==> src/rrs_pkg.sv <==
// constants and types for the run/stop speed ramp
package rrs_pkg;
    localparam int unsigned   CLK_HZ         = 200_000_000;
    // slew step base: one lsb of output per (time setting) base ticks
    localparam int unsigned   BASE_TICK_NS   = 10_000;
    localparam int unsigned   BASE_TICK_CYC  = BASE_TICK_NS / (1_000_000_000 / CLK_HZ);
    localparam logic [10:0]   BASE_TICK_LAST = 11'(BASE_TICK_CYC - 1);

    // parameter tags
    localparam logic [7:0]    ADDR_LINE_SPEED = 8'h00_aa;
    localparam logic [7:0]    ADDR_RAMP_SKIP  = 8'h00_ab;
    localparam logic [7:0]    ADDR_RISE_TIME  = 8'h00_ac;
    localparam logic [7:0]    ADDR_FALL_TIME  = 8'h00_ad;
    localparam logic [7:0]    ADDR_SLEW_TGT   = 8'h00_ae;
    localparam logic [7:0]    ADDR_SLEW_RES   = 8'h00_af;
    localparam logic [7:0]    ADDR_RAMP_BAND  = 8'h00_b0;
    localparam logic [7:0]    ADDR_RAMP_ACT   = 8'h00_b1;
    localparam logic [7:0]    ADDR_RUN_CMD    = 8'h00_b2;
    localparam logic [7:0]    ADDR_STOP_THR   = 8'h00_b3;
    localparam logic [7:0]    ADDR_RUNNING    = 8'h00_b4;
    localparam logic [7:0]    ADDR_SEQ_STATE  = 8'h00_b5;

    // reset values: percent in 0.01 % units, time in 0.1 s units
    localparam logic [15:0]   RST_LINE_SPEED  = 16'h0000;
    localparam logic [15:0]   RST_RAMP_SKIP   = 16'h0000;
    localparam logic [15:0]   RST_RISE_TIME   = 16'h0064;
    localparam logic [15:0]   RST_FALL_TIME   = 16'h0064;
    localparam logic [15:0]   RST_RUN_CMD     = 16'h0000;
    localparam logic [15:0]   RST_STOP_THR    = 16'h00c8;
    localparam logic [15:0]   RST_RAMP_BAND   = 16'h01f4;

    localparam logic [15:0]   CODE_STOP       = 16'h0000;
    localparam logic [15:0]   CODE_RUN        = 16'h0001;
    localparam logic [15:0]   CODE_RAMP_STOP  = 16'h0002;

    typedef enum logic [1:0] {
        SEQ_STOP,
        SEQ_RUN,
        SEQ_RAMP_STOP
    } rrs_seq_t;
endpackage : rrs_pkg

==> src/rrs_slew.sv <==
// slew limiter: moves the result toward the target one lsb per step
module rrs_slew (
    input  wire logic        i_sys_clk,
    input  wire logic        i_nrst,
    input  wire logic [15:0] i_target,
    input  wire logic [15:0] i_rise_time,
    input  wire logic [15:0] i_fall_time,
    input  wire logic        i_skip,
    output logic      [15:0] o_result
);
    typedef struct packed {
        logic [10:0] base;
        logic [15:0] sub;
        logic [15:0] res;
    } rrs_slew_st_t;

    rrs_slew_st_t s_q;
    rrs_slew_st_t s_d;

    logic        rising;
    logic [15:0] step_time;

    always_comb begin
        s_d       = s_q;
        rising    = i_target > s_q.res;
        step_time = rising ? i_rise_time : i_fall_time;
        // fixed update tick of 10 us
        if (s_q.base == rrs_pkg::BASE_TICK_LAST) begin
            s_d.base = '0;
        end else begin
            s_d.base = s_q.base + 11'h001;
        end
        if (i_skip) begin
            s_d.res = i_target;
            s_d.sub = '0;
        end else if (i_target == s_q.res) begin
            s_d.sub = '0;
        end else if (step_time == 16'h0000) begin
            s_d.res = i_target;
        end else if (s_q.base == rrs_pkg::BASE_TICK_LAST) begin
            // full scale 10000 lsb over time*0.1 s: one lsb per time base ticks
            if (s_q.sub + 16'h0001 >= step_time) begin
                s_d.sub = '0;
                s_d.res = rising ? s_q.res + 16'h0001 : s_q.res - 16'h0001;
            end else begin
                s_d.sub = s_q.sub + 16'h0001;
            end
        end
    end

    always_ff @(posedge i_sys_clk or negedge i_nrst) begin
        if (!i_nrst) begin
            s_q <= '0;
        end else begin
            s_q <= s_d;
        end
    end

    assign o_result = s_q.res;
endmodule : rrs_slew

==> src/rrs_top.sv <==
// run/stop sequencer with speed ramp and parameter port
// Notes on behaviour
// - writing run one enters Run mode
// - run zero forces ramp input to zero
// - ramping-to-stop ends below zero-speed threshold
// - running flag one unless in Stop
// - state code: stop 0, run 1, ramp-stop 2
// - bypass one passes input straight through
// - ramp output slews toward ramp input
// - full rise takes the rise time
// - full fall takes the fall time
// - ramp input is line speed only in Run
// - ramping flag when input-output gap exceeds band
module rrs_top (
    input  wire logic        i_sys_clk,
    input  wire logic        i_nrst,
    input  wire logic        i_wr,
    input  wire logic [7:0]  i_addr,
    input  wire logic [15:0] i_wdata,
    output logic      [15:0] o_rdata,
    output logic      [15:0] o_ramp_result,
    output logic             o_running,
    output logic      [1:0]  o_state_code,
    output logic             o_ramping
);
    typedef struct packed {
        rrs_pkg::rrs_seq_t seq;
        logic [15:0]       line_speed;
        logic [15:0]       ramp_skip;
        logic [15:0]       rise_time;
        logic [15:0]       fall_time;
        logic [15:0]       run_cmd;
        logic [15:0]       stop_thr;
        logic [15:0]       ramp_band;
        logic              ramping;
        logic [15:0]       rdata;
    } rrs_top_st_t;

    rrs_top_st_t s_q;
    rrs_top_st_t s_d;

    logic [15:0] target;
    logic [15:0] result;
    logic [15:0] gap;
    logic [15:0] code_full;

    function automatic logic [15:0] state_code(input rrs_pkg::rrs_seq_t st);
        unique case (st)
            rrs_pkg::SEQ_STOP:      state_code = rrs_pkg::CODE_STOP;
            rrs_pkg::SEQ_RUN:       state_code = rrs_pkg::CODE_RUN;
            rrs_pkg::SEQ_RAMP_STOP: state_code = rrs_pkg::CODE_RAMP_STOP;
            default:                state_code = rrs_pkg::CODE_STOP;
        endcase
    endfunction : state_code

    // zero outside Run
    assign target = (s_q.seq == rrs_pkg::SEQ_RUN) ? s_q.line_speed : 16'h0000;
    assign gap    = (target > result) ? target - result : result - target;

    rrs_slew u_slew (
        .i_sys_clk   (i_sys_clk),
        .i_nrst      (i_nrst),
        .i_target    (target),
        .i_rise_time (s_q.rise_time),
        .i_fall_time (s_q.fall_time),
        .i_skip      (s_q.ramp_skip[0]),
        .o_result    (result)
    );

    always_comb begin
        s_d = s_q;
        if (i_wr) begin
            unique case (i_addr)
                rrs_pkg::ADDR_LINE_SPEED: s_d.line_speed = i_wdata;
                rrs_pkg::ADDR_RAMP_SKIP:  s_d.ramp_skip  = i_wdata;
                rrs_pkg::ADDR_RISE_TIME:  s_d.rise_time  = i_wdata;
                rrs_pkg::ADDR_FALL_TIME:  s_d.fall_time  = i_wdata;
                rrs_pkg::ADDR_RUN_CMD:    s_d.run_cmd    = i_wdata;
                rrs_pkg::ADDR_STOP_THR:   s_d.stop_thr   = i_wdata;
                rrs_pkg::ADDR_RAMP_BAND:  s_d.ramp_band  = i_wdata;
                default: ;
            endcase
        end
        // sequencer acts on the stored command
        unique case (s_q.seq)
            rrs_pkg::SEQ_STOP: begin
                if (s_q.run_cmd == 16'h0001) begin
                    s_d.seq = rrs_pkg::SEQ_RUN;
                end
            end
            rrs_pkg::SEQ_RUN: begin
                if (s_q.run_cmd == 16'h0000) begin
                    s_d.seq = rrs_pkg::SEQ_RAMP_STOP;
                end
            end
            rrs_pkg::SEQ_RAMP_STOP: begin
                if (s_q.run_cmd == 16'h0001) begin
                    s_d.seq = rrs_pkg::SEQ_RUN;
                end else if (result < s_q.stop_thr) begin
                    s_d.seq = rrs_pkg::SEQ_STOP;
                end
            end
        endcase
        s_d.ramping = gap > s_q.ramp_band;
        unique case (i_addr)
            rrs_pkg::ADDR_LINE_SPEED: s_d.rdata = s_q.line_speed;
            rrs_pkg::ADDR_RAMP_SKIP:  s_d.rdata = s_q.ramp_skip;
            rrs_pkg::ADDR_RISE_TIME:  s_d.rdata = s_q.rise_time;
            rrs_pkg::ADDR_FALL_TIME:  s_d.rdata = s_q.fall_time;
            rrs_pkg::ADDR_SLEW_TGT:   s_d.rdata = target;
            rrs_pkg::ADDR_SLEW_RES:   s_d.rdata = result;
            rrs_pkg::ADDR_RAMP_BAND:  s_d.rdata = s_q.ramp_band;
            rrs_pkg::ADDR_RAMP_ACT:   s_d.rdata = {15'h0000, s_q.ramping};
            rrs_pkg::ADDR_RUN_CMD:    s_d.rdata = s_q.run_cmd;
            rrs_pkg::ADDR_STOP_THR:   s_d.rdata = s_q.stop_thr;
            rrs_pkg::ADDR_RUNNING:    s_d.rdata = {15'h0000, s_q.seq != rrs_pkg::SEQ_STOP};
            rrs_pkg::ADDR_SEQ_STATE:  s_d.rdata = state_code(s_q.seq);
            default:                  s_d.rdata = 16'h0000;
        endcase
    end

    always_ff @(posedge i_sys_clk or negedge i_nrst) begin
        if (!i_nrst) begin
            s_q.seq        <= rrs_pkg::SEQ_STOP;
            s_q.line_speed <= rrs_pkg::RST_LINE_SPEED;
            s_q.ramp_skip  <= rrs_pkg::RST_RAMP_SKIP;
            s_q.rise_time  <= rrs_pkg::RST_RISE_TIME;
            s_q.fall_time  <= rrs_pkg::RST_FALL_TIME;
            s_q.run_cmd    <= rrs_pkg::RST_RUN_CMD;
            s_q.stop_thr   <= rrs_pkg::RST_STOP_THR;
            s_q.ramp_band  <= rrs_pkg::RST_RAMP_BAND;
            s_q.ramping    <= 1'b0;
            s_q.rdata      <= 16'h0000;
        end else begin
            s_q <= s_d;
        end
    end

    assign o_rdata       = s_q.rdata;
    assign o_ramp_result = result;
    assign o_running     = s_q.seq != rrs_pkg::SEQ_STOP;
    assign code_full     = state_code(s_q.seq);
    assign o_state_code  = code_full[1:0];
    assign o_ramping     = s_q.ramping;
endmodule : rrs_top

==> config.mk <==
export PLATFORM = sky130hd
export DESIGN_NAME = rrs_top
export DESIGN_NICKNAME = d
export VERILOG_FILES = /design/src/rrs_pkg.sv /design/src/rrs_slew.sv /design/src/rrs_top.sv
export SDC_FILE = /design/constraint.sdc
export NUM_CORES = 1
export LEC_CHECK = 0
export ABC_AREA = 1
export BUFFER_PORTS_ARGS = -buffer_cell sky130_fd_sc_hd__buf_4
export CORE_ASPECT_RATIO = 1.1
export CORE_MARGIN = 5
export CORE_UTILIZATION = 25
export CTS_CLUSTER_DIAMETER = 120
export DETAILED_ROUTE_END_ITERATION = 8
export SYNTH_ARGS = -nofsm -noshare
export SYNTH_HDL_FRONTEND = slang
export SYNTH_HIERARCHICAL = 1
export SYNTH_SLANG_ARGS = --single-unit
==> constraint.sdc <==
create_clock -name i_sys_clk -period 3.81 [get_ports i_sys_clk]
set_input_delay 0 -clock i_sys_clk [delete_from_list [all_inputs] [get_ports i_sys_clk]]
set_output_delay 0 -clock i_sys_clk [all_outputs]
set_load 0.02 [all_outputs]
# Word-level counts from Yosys, hierarchy flattened
# Cells that the tools add are included.
[op_classes]
add_sub_neg = 6
eq_ne = 22
order_cmp = 4
reduce_logical = 17
n_mux = 20
[ops]
columns = ["operator", "count"]
rows = [
  ["case mux 16 bit (12 select lines)", 1],
  ["two-way mux 16 bit", 10],
  ["equality test 8 bit, second input constant", 12],
  ["two-way mux 32 bit", 2],
  ["adder 16 x 1 -> 16 bit, second input constant", 2],
  ["greater-than comparator 16 bit", 2],
  ["zero test 16 bit", 2],
  ["subtractor 16 bit", 2],
  ["equality test 16 x 1 -> 1 bit, second input constant", 1],
  ["equality test 16 bit", 1],
  ["greater-or-equal comparator 16 bit", 1],
  ["< comparator 16 bit", 1],
  ["AND reduction 2 bit", 8],
  ["subtractor 16 x 1 -> 16 bit, second input constant", 1],
  ["adder 11 x 1 -> 11 bit, second input constant", 1],
  ["equality test 11 bit, second input constant", 1],
  ["two-way mux 11 bit", 1],
  ["nonzero test 3 bit", 3],
  ["two-way mux 2 bit", 4],
  ["case mux 2 bit (3 select lines)", 1],
  ["AND reduction 3 bit", 2],
  ["!= test 2 bit, second input constant", 2],
  ["case mux 2 bit (2 select lines)", 1],
  ["!= test 3 x 2 -> 1 bit, second input constant", 1],
  ["other kinds (6)", 6],
]
[totals]
regBits = 174
output_inout_bits = 36
elab_cells = 82

# Longest topological paths before layout
[depth]
word_depth = 10
depth_mapped = 35

# Cells and area by module
# The synthesis kept the hierarchy.
[by_module_without_submodules]
columns = ["module", "n_inst", "area_per_inst_um2", "cells_each"]
rows = [
  ["rrs_top", 1, 9004.9, 1314],
  ["rrs_slew", 1, 4295.4, 627],
]

# Worst setup path before layout
# OpenSTA, ideal clock, no wires.
[synth_timing]
kind = "flip-flop to flip-flop"
startpoint = "register s_q[130] (netlist name)"
endpoint = "register u_slew.s_q, in the netlist u_slew/o_result[10]"
required_ps = 3694
slack_ps = 73
t_arrival_ps = 3621
n_path_buf = 3
stages_incl_launch_ff = 33
path_cell_list = "dfrtp_1 nor2_1 inv_2 buf_6 nor2_1 ha_1 nand2_1 nand2_1 nand2_1 nand2_1 nand2_1 nand2_1 nand2_2 nand2_4 nand2_4 buf_6 nand2_1 nand2_1 inv_1 ha_1 a21oi_1 o21ai_0 nand2_1 o211ai_1 nand2_1 nand3_1 nand2_1 nand3_1 nand2_2 inv_2 buf_6 nand2_1 nand2_1"
[synth_lines]
columns = ["element", "line_no", "rtl"]
rows = [
  ["to (signal assigned)", "rrs_slew.sv:53", "s_q <= '0;"],
  ["to (signal assigned)", "rrs_slew.sv:55", "s_q <= s_d;"],
  ["to (decl)", "rrs_slew.sv:17", "rrs_slew_st_t s_q;"],
]

==> results.yml <==
clock_network:
  clk_pin_slew_ns: 0.07
  clockBufferDepth: 2
  clock-sinks: 174
  h-tree-depth: 4
  cts_buffers: 17
  root_buffer: "clkbuf_16"
  tritoncts: "yes"
  clk_latency_ns: 0.44
flow_run:
  max_cap_violations: 0
pwr:
  clkPwrFrac: 0.183
  power_density_mw_per_mm2: 589.7
  internal-power_mw: 5.103
  leakagePower_nw: 8.040
  swShare: 0.4658
  power.total_mw: 9.553
  p_comb_frac: 0.595
  p_sw_mw: 4.449
  peakVddDrop_uv: 266.1
  seq_power_share: 0.222
setup_path:
  path_max_fanout: 8
  start_kind: "flip-flop"
  regToRegSetupSlack_ns: 0.13
  worst_path_max_delay_cell: "dfrtp_1"
  path_common_cell: "nand2_1"
  cp_num_buf_inv: 7
  crit_family: "simple AND/OR/NAND/NOR gates"
  crit_required_ns: 4.14
  crit_path_end_kind: "flip-flop"
  slowest_delay_ns: 0.36
  worstSetupPathType: "flip-flop to flip-flop"
  cp.arrival_ns: 4.01
sta:
  worstMarginPinSlew_ns: 1.133
  slew_headroom: 0.2427
  rsz0062_at_grt: "true"
  setup_viol: 0
  worst_clock_skew_ns: 0.01250
  timing_hold_violations_final: 0
  period_needed_ns: 3.680
  drv_slew: 0
  max_freq_mhz: 271.7
  post-route-period-util: 0.9659
yosys:
  synth.area.top_cells: "dfrtp_1 (30%), nand2_1 (17%), ha_1 (10%)"
  synth_area_per_cell_um2: 6.852
  ys_seq_area_frac: 0.3288
  netlist.area_leader.share: 0.2992
  synth.largest_area_cell: "dfrtp_1"
  netlist_area_mm2: 0.01330
  ys_types: 48
  synthCells: 1941
  syn_nets: 2081
  yosys_warnings: 6
  ys_ff_latch: 174
grt:
  grt_max_degree: 100
  grt_pass1_wl_um: 66340
  antenna_found_initial: 0
  grt_overflow: 0
  grtUsageTotal: 0.1426
  grt_pass1_vias: 11940
cells_and_area:
  instances_no_fill: 2729
  area_growth_syn_to_layout_pct: 21.79
  drive_gt1_frac: 0.1704
  final_area_mm2: 0.01620
  nNetsFinal: 2181
  fillers: 5591
  antenna_cells: 0
floorplan:
  start_util: 0.2532
  fp.dieW_um: 229.9
  chipHeight_um: 251.9
  rows: 88
  ioPinCount: 63
  dieArea_mm2: 0.05792
  core_mm2: 0.05252
place:
  portBuffers: 62
  place_congestion: 0.9088
  place_area_mm2: 0.01466
  dp.final_hpwl_um: 33910
  place_inst: 2667
routing:
  drt-pass1-iter-count: 6
  wl_per_cell_um: 15.95
  drtIter0Drc: 987
  drc_errors: 0
  vias: 12690
  ant_nets: 0
  vias_per_cell: 4.649
  wl_um: 43540
hold_path:
  hp-class: "input pin to flip-flop"
status:
  status: "complete, no violations"
==> synth_stat cells (all sizes together) <==
| cell type | n |
|---|---|
| a21o | 3 |
| a21oi | 68 |
| a221oi | 2 |
| a31oi | 3 |
| and2 | 2 |
| buf | 55 |
| clkbuf | 24 |
| clkinv | 2 |
| dfrtp | 159 |
| dfstp | 15 |
| fa | 3 |
| ha | 110 |
| inv | 330 |
| mux2i | 1 |
| nand2 | 627 |
| nand3 | 103 |
| nand3b | 2 |
| nand4 | 17 |
| nor2 | 121 |
| nor3 | 37 |
| o211ai | 2 |
| o21a | 1 |
| o21ai | 178 |
| o221ai | 1 |
| o22ai | 30 |
| o2bb2ai | 1 |
| o31ai | 1 |
| or2 | 2 |
| xnor2 | 7 |
| xor2 | 34 |
==> cells in the final DEF, fill, tap and decap left out, drive strengths merged <==
master | synthesis | final
o31ai | 1 | 1
a21oi | 68 | 68
xor2 | 34 | 34
clkinv | 2 | 6
nand3b | 2 | 2
clkinvlp | 0 | 3
clkbuf | 24 | 20
o21a | 1 | 1
a221oi | 2 | 2
nor3 | 37 | 37
inv | 330 | 337
fa | 3 | 3
a31oi | 3 | 3
dlygate4sd3 | 0 | 16
o2bb2ai | 1 | 1
mux2i | 1 | 1
xnor2 | 7 | 7
nand2 | 627 | 627
ha | 110 | 110
dfstp | 15 | 15
a21o | 3 | 3
nor2 | 121 | 121
bufinv | 0 | 1
o22ai | 30 | 30
buf | 55 | 141
o221ai | 1 | 1
and2 | 2 | 2
dfrtp | 159 | 159
o211ai | 2 | 2
nand3 | 103 | 103
or2 | 2 | 2
o21ai | 178 | 178
nand4 | 17 | 17
==> area by class of cell <==
class / count / area, um2 / area share
inverters: 332 / 1266 / 0.07817
flip-flops and latches: 174 / 4373 / 0.2700
repair buffers: 160 / 1399 / 0.08636
well taps: 675 / 844.6 / 0.05214
multi-input cells: 1356 / 7740 / 0.4778
clock buffers: 17 / 425.4 / 0.02626
clock inverters: 15 / 150.1 / 0.009269
==> state kept, by name (all words and copies together) (netlist names) <==
name / count
u_slew/o_result: 16
o_ramping: 1
o_rdata: 16
s_q: 114
u_slew/s_q: 27
==> worst register-to-register path: cells and delay by family, from the launching register on <==
kind | cells | cell delay [ns]
AOI/OAI and AO/OA | 1 | 0.19
and+or+nand+nor | 20 | 1.83
DFF | 1 | 0.36
adders and majority gates | 2 | 0.46
buffers and inverters | 7 | 0.72
==> through the flow <==
stage | hold WS, ns | setup WS, ns | setup TNS (ns) | utilization
after floorplan | -0.2956 | 0.07250 | 0 | -
after global placement | 0.1889 | 0.06876 | 0 | 0.2790
after detailed placement | 0.2010 | -0.02332 | -0.02785 | 0.2790
after CTS | 0.004150 | 0.005503 | 0 | 0.2934
after global routing | 0.02310 | -0.07238 | -1.022 | 0.3084
final | 0.03446 | 0.1300 | 0 | 0.3084
==> metal layers <==
layer / track usage / share of wire / wire, um
met1: 0.1963 / 0.45 / 19750
met4: 0.03502 / 0.020 / 892
met3: 0.01834 / 0.046 / 1990
met5: 0 / 0 / 0
met2: 0.2391 / 0.48 / 20900
==> logic make-up after synthesis <==
family / share of synthesized area
AND/OR/NAND/NOR: 0.2855
buffers and inverters: 0.1322
multiplexers: 0.0007526
flip-flops: 0.3288
AO/OA/AOI/OAI: 0.1178
XOR/XNOR: 0.02700
adder cells (fa/ha/maj): 0.1080
==> final timing paths <==
| kind | from | end | cells after the start |
|---|---|---|---|
| max | s_q[129]$_DFFE_PN0P_ | u_slew/o_result[10]$_DFFE_PN0P_ | 30 |
| min in group asynchronous | i_nrst | s_q[84]$_DFFE_PN0P_ | 2 |
| min reg2reg | u_slew/s_q[42]$_DFF_PN0_ | u_slew/s_q[42]$_DFF_PN0_ | 1 |
| max reg2reg | s_q[129]$_DFFE_PN0P_ | u_slew/o_result[10]$_DFFE_PN0P_ | 30 |
| min | i_wdata[6] | s_q[103]$_DFFE_PN0P_ | 3 |
| max in group asynchronous | i_nrst | s_q[40]$_DFFE_PN1P_ | 3 |
==> power by group through the flow <==
stage	clock network, mW	registers, mW	logic (mW)
after floorplan	0	2.12	3.56
after CTS	1.77	2.12	5.16
after global placement	0	2.15	5.03
after detailed placement	0	2.15	5.10
final	1.74	2.12	5.69
after global routing	1.85	2.14	6.36
==> what timing repair did <==
action / 4_1_cts / 5_1_grt
cloned: 0 / 3
setup endpoints to repair: 4 / 33
pin swaps: 1 / 39
gates resized for setup: 4 / 151
setup buffers: 0 / 11
hold buffers: 16 / 0
endpoints found under the hold margin: 160 / 0
(Power assumes the default switching activity.)
